### config.mk
export PLATFORM = sky130hd
export DESIGN_NAME = lsd_core
export DESIGN_NICKNAME = d
export VERILOG_FILES = /design/src/core/lsd_pkg.sv /design/src/core/lsd_core.sv
export SDC_FILE = /design/constraint.sdc
export NUM_CORES = 1
export LEC_CHECK = 0
export ABC_CLOCK_PERIOD_IN_PS = 1980
export BUFFER_PORTS_ARGS = -buffer_cell sky130_fd_sc_hd__buf_2
export CAP_MARGIN = 20
export CORE_AREA = 2 2 124 150
export CTS_CLUSTER_SIZE = 25
export DETAILED_ROUTE_END_ITERATION = 7
export DIE_AREA = 0 0 126 152
export HOLD_SLACK_MARGIN = 0.12
export PLACE_DENSITY = 0.77
export SYNTH_ARGS = -nofsm -noshare
export SYNTH_HDL_FRONTEND = slang
export SYNTH_SLANG_ARGS = --single-unit
### constraint.sdc
create_clock -name pclk -period 1.98 [get_ports pclk]
set_clock_uncertainty 0.1 [all_clocks]
set_input_delay 0.396 -clock pclk [delete_from_list [all_inputs] [get_ports pclk]]
set_output_delay 0.396 -clock pclk [all_outputs]
set_load 0.1 [all_outputs]
### src/core/lsd_pkg.sv
package lsd_pkg;
	localparam int CHANNELS = 16;
	localparam int CLK_PERIOD_NS = 40;
	localparam int DETECT_TIME_NS = 100;
	// least time: round up to whole cycles
	localparam int DETECT_CYCLES = (DETECT_TIME_NS + CLK_PERIOD_NS - 1) / CLK_PERIOD_NS;
	localparam logic [1:0] DETECT_CNT_LAST = 2'(DETECT_CYCLES - 1);
	localparam logic [2:0] PROBE_LAST = 3'(DETECT_CYCLES + 1);

	localparam int ADDR_W = 8;
	localparam logic [7:0] ADDR_CTRL = 8'h00;
	localparam logic [7:0] ADDR_LATCH = 8'h04;
	localparam logic [7:0] ADDR_FAULT = 8'h08;
	localparam logic [7:0] ADDR_INT_STAT = 8'h0c;
	localparam logic [7:0] ADDR_INT_MASK = 8'h10;

	localparam int CTRL_SMART_BIT = 0;
	localparam int CTRL_ALARM_EN_BIT = 1;
	localparam logic CTRL_ALARM_EN_RESET = 1'b1;

	localparam int FAULT_TEMP_BIT = 16;
	localparam int FAULT_BUSY_BIT = 17;
	localparam int FAULT_SHORT_MODE_BIT = 18;

	localparam int INT_W = 4;
	localparam int INT_FAULT_BIT = 0;
	localparam int INT_THERMAL_BIT = 1;
	localparam int INT_SMART_DONE_BIT = 2;
	localparam int INT_LATCH_BIT = 3;
	localparam logic [3:0] INT_MASK_RESET = 4'h0;
	localparam logic [3:0] INT_STAT_RESET = 4'h0;

	typedef enum logic [2:0] {
		ST_IDLE = 3'b001,
		ST_PROBE = 3'b010,
		ST_LOAD = 3'b100
	} lsd_state_type;

	typedef struct packed {
		logic serial_clk;
		logic serial_in;
		logic latch_strobe;
		logic out_enable_n;
		logic detect_select;
		logic out_edge_select;
	} lsd_pins_type;

	typedef struct packed {
		logic [CHANNELS-1:0] open_det;
		logic [CHANNELS-1:0] short_det;
		logic over_temp;
	} lsd_sense_type;
endpackage

### src/core/lsd_core.sv
`timescale 1ns/100ps
module lsd_core (
	input wire logic pclk,
	input wire logic presetn,
	input wire logic ce,
	input wire logic psel,
	input wire logic penable,
	input wire logic pwrite,
	input wire logic [7:0] paddr,
	input wire logic [31:0] pwdata,
	output logic [31:0] prdata,
	output logic pready,
	output logic pslverr,
	output logic irq,
	input wire lsd_pkg::lsd_pins_type pins,
	input wire lsd_pkg::lsd_sense_type sense,
	output logic [15:0] sink_channels,
	output logic serial_out,
	output logic shift_clock_out,
	output logic alarm_out,
	output logic alarm_oe
);

	lsd_pkg::lsd_state_type state_q;
	logic [15:0] shift_q;
	logic [15:0] latch_q;
	logic [15:0] sink_q;
	logic [15:0] fault_q;
	logic [15:0] fault_new;
	logic [15:0] sensed;
	logic [15:0] qual;
	logic sclk_q;
	logic strobe_q;
	logic select_q;
	logic temp_q;
	logic serial_out_q;
	logic alarm_oe_q;
	logic alarm_en_q;
	logic [2:0] probe_cnt_q;
	logic [3:0] int_stat_q;
	logic [3:0] int_mask_q;
	logic [3:0] int_set;
	logic [3:0] int_clr;
	logic [31:0] rdata_d;
	logic [31:0] prdata_q;
	logic err_d;
	logic err_q;
	logic ready_q;
	logic acc;
	logic clk_rise;
	logic clk_fall;
	logic strobe_rise;
	logic select_edge;
	logic smart_req;
	logic start_probe;
	logic load_fault;
	logic out_step;
	logic probing;

	// pin edge detection, inputs are synchronous to pclk
	assign clk_rise = pins.serial_clk & ~sclk_q;
	assign clk_fall = ~pins.serial_clk & sclk_q;
	assign strobe_rise = pins.latch_strobe & ~strobe_q;
	assign select_edge = pins.detect_select ^ select_q;
	assign probing = (state_q == lsd_pkg::ST_PROBE);

	always_ff @(posedge pclk or negedge presetn) begin
		if (!presetn) begin
			sclk_q <= 1'b0;
			strobe_q <= 1'b0;
			select_q <= 1'b0;
			temp_q <= 1'b0;
			shift_clock_out <= 1'b0;
		end else if (ce) begin
			sclk_q <= pins.serial_clk;
			strobe_q <= pins.latch_strobe;
			select_q <= pins.detect_select;
			temp_q <= sense.over_temp;
			shift_clock_out <= pins.serial_clk;
		end
	end

	// apb slave, no wait state after setup
	assign acc = psel & penable & pready;
	assign pready = penable & ready_q & ce;
	assign pslverr = pready & err_q;
	assign prdata = prdata_q;

	always_comb begin
		rdata_d = 32'h0000_0000;
		err_d = 1'b0;
		if (paddr == lsd_pkg::ADDR_CTRL) begin
			rdata_d[lsd_pkg::CTRL_ALARM_EN_BIT] = alarm_en_q;
			rdata_d[lsd_pkg::CTRL_SMART_BIT] = ~(state_q == lsd_pkg::ST_IDLE);
		end else if (paddr == lsd_pkg::ADDR_LATCH) begin
			rdata_d[15:0] = latch_q;
		end else if (paddr == lsd_pkg::ADDR_FAULT) begin
			rdata_d[15:0] = fault_q;
			rdata_d[lsd_pkg::FAULT_TEMP_BIT] = sense.over_temp;
			rdata_d[lsd_pkg::FAULT_BUSY_BIT] = ~(state_q == lsd_pkg::ST_IDLE);
			rdata_d[lsd_pkg::FAULT_SHORT_MODE_BIT] = pins.detect_select;
		end else if (paddr == lsd_pkg::ADDR_INT_STAT) begin
			rdata_d[3:0] = int_stat_q;
		end else if (paddr == lsd_pkg::ADDR_INT_MASK) begin
			rdata_d[3:0] = int_mask_q;
		end else begin
			err_d = 1'b1;
		end
	end

	always_ff @(posedge pclk or negedge presetn) begin
		if (!presetn) begin
			ready_q <= 1'b0;
			prdata_q <= 32'h0000_0000;
			err_q <= 1'b0;
		end else if (ce) begin
			ready_q <= psel & ~acc;
			if (psel && !acc) begin
				prdata_q <= rdata_d;
				err_q <= err_d;
			end
		end
	end

	always_ff @(posedge pclk or negedge presetn) begin
		if (!presetn) begin
			alarm_en_q <= lsd_pkg::CTRL_ALARM_EN_RESET;
			int_mask_q <= lsd_pkg::INT_MASK_RESET;
		end else if (ce && acc && pwrite) begin
			if (paddr == lsd_pkg::ADDR_CTRL) begin
				alarm_en_q <= pwdata[lsd_pkg::CTRL_ALARM_EN_BIT];
			end else if (paddr == lsd_pkg::ADDR_INT_MASK) begin
				int_mask_q <= pwdata[3:0];
			end
		end
	end

	assign smart_req = acc & pwrite & (paddr == lsd_pkg::ADDR_CTRL)
		& pwdata[lsd_pkg::CTRL_SMART_BIT];

	// sticky events; a read clears only what it returned
	always_comb begin
		int_set = 4'h0;
		int_set[lsd_pkg::INT_FAULT_BIT] = |fault_new;
		int_set[lsd_pkg::INT_THERMAL_BIT] = sense.over_temp & ~temp_q;
		int_set[lsd_pkg::INT_SMART_DONE_BIT] = (state_q == lsd_pkg::ST_LOAD);
		int_set[lsd_pkg::INT_LATCH_BIT] = strobe_rise;
	end

	assign int_clr = (acc && !pwrite && paddr == lsd_pkg::ADDR_INT_STAT) ?
		prdata_q[3:0] : 4'h0;

	always_ff @(posedge pclk or negedge presetn) begin
		if (!presetn) begin
			int_stat_q <= lsd_pkg::INT_STAT_RESET;
		end else if (ce) begin
			int_stat_q <= (int_stat_q & ~int_clr) | int_set;
		end
	end

	assign irq = |(int_stat_q & int_mask_q);

	// shift register: fault load wins over a shift
	assign load_fault = strobe_rise | (state_q == lsd_pkg::ST_LOAD);

	always_ff @(posedge pclk or negedge presetn) begin
		if (!presetn) begin
			shift_q <= 16'h0000;
		end else if (ce) begin
			if (load_fault) begin
				shift_q <= fault_q;
			end else if (clk_rise) begin
				shift_q <= {shift_q[14:0], pins.serial_in};
			end
		end
	end

	always_ff @(posedge pclk or negedge presetn) begin
		if (!presetn) begin
			latch_q <= 16'h0000;
		end else if (ce && strobe_rise) begin
			latch_q <= shift_q;
		end
	end

	// serial output on the selected edge of the forwarded clock
	assign out_step = pins.out_edge_select ? clk_fall : clk_rise;

	always_ff @(posedge pclk or negedge presetn) begin
		if (!presetn) begin
			serial_out_q <= 1'b0;
		end else if (ce && out_step) begin
			serial_out_q <= shift_q[15];
		end
	end

	assign serial_out = serial_out_q;

	always_ff @(posedge pclk or negedge presetn) begin
		if (!presetn) begin
			sink_q <= 16'h0000;
		end else if (ce) begin
			if (probing) begin
				sink_q <= 16'hffff;
			end else if (pins.out_enable_n) begin
				sink_q <= 16'h0000;
			end else begin
				sink_q <= latch_q;
			end
		end
	end

	assign sink_channels = sink_q;

	// smart detection sequencer
	assign start_probe = (state_q == lsd_pkg::ST_IDLE) & (select_edge | smart_req);

	always_ff @(posedge pclk or negedge presetn) begin
		if (!presetn) begin
			state_q <= lsd_pkg::ST_IDLE;
			probe_cnt_q <= 3'h0;
		end else if (ce) begin
			case (state_q)
				lsd_pkg::ST_IDLE: begin
					probe_cnt_q <= 3'h0;
					if (start_probe) begin
						state_q <= lsd_pkg::ST_PROBE;
					end
				end
				lsd_pkg::ST_PROBE: begin
					probe_cnt_q <= probe_cnt_q + 3'h1;
					if (probe_cnt_q == lsd_pkg::PROBE_LAST) begin
						state_q <= lsd_pkg::ST_LOAD;
					end
				end
				lsd_pkg::ST_LOAD: begin
					state_q <= lsd_pkg::ST_IDLE;
				end
				default: begin
					state_q <= lsd_pkg::ST_IDLE;
				end
			endcase
		end
	end

	// per channel fault qualification
	for (genvar i = 0; i < lsd_pkg::CHANNELS; i++) begin : g_chan
		logic [1:0] cnt_q;

		assign sensed[i] = sink_q[i] & (probing ? (sense.open_det[i] | sense.short_det[i]) :
			(pins.detect_select ? sense.short_det[i] : sense.open_det[i]));
		assign qual[i] = sensed[i] & (cnt_q == lsd_pkg::DETECT_CNT_LAST);
		assign fault_new[i] = qual[i] & ~fault_q[i];

		always_ff @(posedge pclk or negedge presetn) begin
			if (!presetn) begin
				cnt_q <= 2'h0;
				fault_q[i] <= 1'b0;
			end else if (ce) begin
				if (start_probe || !sensed[i]) begin
					cnt_q <= 2'h0;
				end else if (cnt_q != lsd_pkg::DETECT_CNT_LAST) begin
					cnt_q <= cnt_q + 2'h1;
				end
				if (start_probe) begin
					fault_q[i] <= 1'b0;
				end else if (qual[i]) begin
					fault_q[i] <= 1'b1;
				end else if (sink_q[i] && !sensed[i]) begin
					fault_q[i] <= 1'b0;
				end
			end
		end
	end

	// open-drain alarm: enable high while pulling low
	always_ff @(posedge pclk or negedge presetn) begin
		if (!presetn) begin
			alarm_oe_q <= 1'b0;
		end else if (ce) begin
			alarm_oe_q <= alarm_en_q & ((|fault_q) | sense.over_temp);
		end
	end

	assign alarm_oe = alarm_oe_q;
	assign alarm_out = 1'b0;

	latch_copy_a: assert property (@(posedge pclk) disable iff (!presetn)
		ce && strobe_rise |=> latch_q == $past(shift_q))
		else $error("latch did not copy shift register");

	latch_hold_a: assert property (@(posedge pclk) disable iff (!presetn)
		!(ce && strobe_rise) |=> $stable(latch_q))
		else $error("latch changed without strobe");

	shift_in_a: assert property (@(posedge pclk) disable iff (!presetn)
		ce && clk_rise && !load_fault |=>
		shift_q == {$past(shift_q[14:0]), $past(pins.serial_in)})
		else $error("serial input not shifted");

	sink_off_a: assert property (@(posedge pclk) disable iff (!presetn)
		ce && pins.out_enable_n && !probing |=> sink_channels == 16'h0000)
		else $error("outputs on while disabled");

	sink_on_a: assert property (@(posedge pclk) disable iff (!presetn)
		ce && !pins.out_enable_n && !probing |=> sink_channels == $past(latch_q))
		else $error("outputs differ from latch");

	out_edge_a: assert property (@(posedge pclk) disable iff (!presetn)
		ce && (pins.out_edge_select ? clk_fall : clk_rise) |=>
		serial_out == $past(shift_q[15]))
		else $error("serial output not on selected edge");

	alarm_drive_a: assert property (@(posedge pclk) disable iff (!presetn)
		ce && alarm_en_q && ((|fault_q) || sense.over_temp) |=> alarm_oe && !alarm_out)
		else $error("alarm not pulled low on fault");

	fault_qual_a: assert property (@(posedge pclk) disable iff (!presetn)
		$rose(fault_q[0]) && $past(ce, 1) && $past(ce, 2) && $past(ce, 3) |->
		$past(sensed[0], 1) && $past(sensed[0], 2) && $past(sensed[0], 3))
		else $error("fault flagged before response time");

	smart_start_a: assert property (@(posedge pclk) disable iff (!presetn)
		ce && state_q == lsd_pkg::ST_IDLE && select_edge |=>
		state_q == lsd_pkg::ST_PROBE ##1 sink_channels == 16'hffff)
		else $error("select edge did not start smart test");

	fault_load_a: assert property (@(posedge pclk) disable iff (!presetn)
		ce && state_q == lsd_pkg::ST_LOAD |=> shift_q == $past(fault_q))
		else $error("fault vector not loaded for output");

endmodule

==> impl_metrics.ini <==
[status]
status = finished, violations left
failed_checks = setup timing

[global_route]
use_met2 = 0.436
gr-usage-met3 = 0.0433
grt_pass1_vias = 7552
grt_pass1_wl_mm = 39.9
antenna_found_initial = 0
gr-usage-met1 = 0.322
grt_max_degree = 42
grt.busiest_layer = met2
gr-total-overflow = 0
grt_util_all_layers = 0.262

[yosys]
ys_seq_area_frac = 0.440
syn_avg_cell_area_sq_um = 9.63
ys_top_cells_by_area = dfrtp_1, mux2_2, o21ai_0, inv_1, nand2_1
netlist_instances = 815
ys_types = 71
synth_top_cell_area_share = 0.433
synth_edf_count = 0
ys.warnings.count = 0
yosysTopAreaCell = dfrtp_1
synth.cell_area_sq_um = 7850
ys.flop_type = dfrtp_1
yosys.cell_count.top_type = dfrtp_1
yosys-top-cells-count = dfrtp_1, inv_1, nand2_1
synthArstFlopShare = 1.00
ys_ff_latch = 138

[finish]
drive_gt1_frac = 0.413
utilization = 0.620
antenna_cells = 0
fill_cells = 1315
nets = 1117
stdcell_count = 1251
syn_to_final_growth_pct = 40.9

[clock_tree]
cts_tree = done
cts.sink_count = 138
htree_levels = 4
clk_path_buf_depth = 2
cts-root-buf = clkbuf_16
cts_inserted_buffers = 17
clk_pin_slew_worst_paths_ps = 70
insertion_delay_ps = 440

[drt]
avgViaCountPerCell = 6.37
drc_errors = 0
wl_per_cell_microns = 22.7
vias = 7972
ant_nets = 0
routed_wl_mm = 28.4
first_pass_iters = 5
drt_iter0_markers = 901

[placement]
dp_slack_ps = -416
io_buffers = 97
dp_cells = 1189
hpwl_mm = 17.5
gp_congestion = 0.959

[worst_setup_path]
path_cells = buf_6, nor4bb_2, o32ai_2, nor2_2, o2111ai_4, a22oi_1
worstPathArrival_ps = 2370
cp_top_family = compound AO/OA/AOI/OAI gates
r2r_end = g_chan[9].cnt_q[0]
max_stage_delay_ps = 430
crit_required_ps = 2220
end_kind = flip-flop
crit_type = reg2reg
rr_worst_depth = 6
rrSetupSlack_ps = -150
critPathLaunchType = flip-flop
reg2reg_from = state_q[2]
crit_buf_inv = 1
critPathMaxFanout = 5
critical-path-slowest-cell = dfrtp_1

[timing]
setup_ws_ps = -152
finalHoldViolations = 0
setup_violations = 23
drv_slew = 0
finalCritPeriodShare = 1.08
slew_headroom = 0.652
rsz0062_at_grt = true
tns_ps = -688
period_minus_slack_ps = 2130
timing.fmax_mhz = 469
tightestPinTransition_ps = 509

[die]
die-area_sq_um = 19200
core_area_sq_um = 17800
rows = 54
initial_core_util = 0.440
pin_count = 140
die_y_microns = 152
dieWidth_microns = 126

[worst_hold_path]
hold_depth = 2
hp-start = pwdata[1]
whs_endpoint = alarm_en_q
min_path_type = in2reg

[pwr]
power_density_nw_per_um2 = 1290
leakagePower_uw = 0.00482
totalPowerFinal_uw = 14300
ir_worst_vdd_v = 0.000771

[job]
cap_violations = 0
[timing repair]
item                                    CTS  global route
endpoints found under the setup margin   51            64
hold endpoints to repair                 38             0
pin swaps                                34            30
buffers inserted                         12             8
cloned                                    2             6
hold buffers                              3             0
resized for setup                        38            83
[worst max path at each step]
stage,from,endpoint,slack (ps),cells after the start
floorplan,ce,pslverr,-160,5
global placement,pins[1],int_stat_q[0],-400,7
detailed placement,pins[1],int_stat_q[0],-420,7
CTS,state_q[0],fault_q[6],-30,6
global route,state_q[2],g_chan[9].cnt_q[0],-210,6
finish,state_q[2],g_chan[9].cnt_q[0],-150,6
[registers in the layout, indices dropped and copies added (netlist names), 3 cells and up]
signal         flops
int_mask_q         4
latch_q           16
prdata            19
int_stat_q         4
g_chan.cnt_q      32
fault_q           16
state_q            3
probe_cnt_q        3
shift_q           16
sink_channels     16
[area by class of cell]
cell class	instances	area [sq um]	area share
clock buffers	17	425	0.0385
multi-input cells	551	4560	0.412
clock inverters	15	141	0.0128
inverters	73	287	0.0259
repair buffers	233	1910	0.173
well taps	224	280	0.0253
flip-flops and latches	138	3460	0.312
[per-layer routing]
layer,share of wire,wire length (microns)
met5,0,0
met3,0.075,2120
met1,0.36,10300
met2,0.49,13900
met4,0.071,2020
[metrics by stage]
stage / hold slack, ps / instance area, sq um
finish: 127 / 11100
global route: 126 / 11100
CTS: 125 / 10400
detailed placement: 242 / 9450
global placement: 249 / 9450
floorplan: 0.409 / 8130
[kinds of logic (layout without fill, tap and decap cells)]
family | Yosys count | in the layout | share of synthesized area
XOR/XNOR | 1 | 1 | 0.00112
adder cells (fa/ha/maj) | 18 | 18 | 0.0287
AND/OR/NAND/NOR | 196 | 197 | 0.126
buffers and inverters | 140 | 338 | 0.0784
multiplexers | 51 | 51 | 0.0711
other | 1 | 14 | 0.000478
AO/OA/AOI/OAI | 270 | 270 | 0.254
flip-flops | 138 | 138 | 0.440
[placed cells by master (no fill, tap or decap), drive strengths merged, types with 9 or more instances in the layout]
cell,instances
o2bb2ai,11
nand2,71
nor2,49
inv,77
buf,224
mux2,38
o2111ai,29
clkbuf,23
a32oi,9
nor2b,14
nand2b,11
o221ai,20
o21ai,74
mux2i,13
a22oi,30
ha,18
dfrtp,136
conb,14
o211ai,16
a31oi,11
o22ai,17
a21oi,17
[where the power goes]
part,switching (uW),internal (uW),total [uW]
Combinational,4250,2520,6770
Sequential,769,3630,4400
Clock,1400,1750,3140
Total,6410,7900,14300
(Power assumes the default switching activity.)
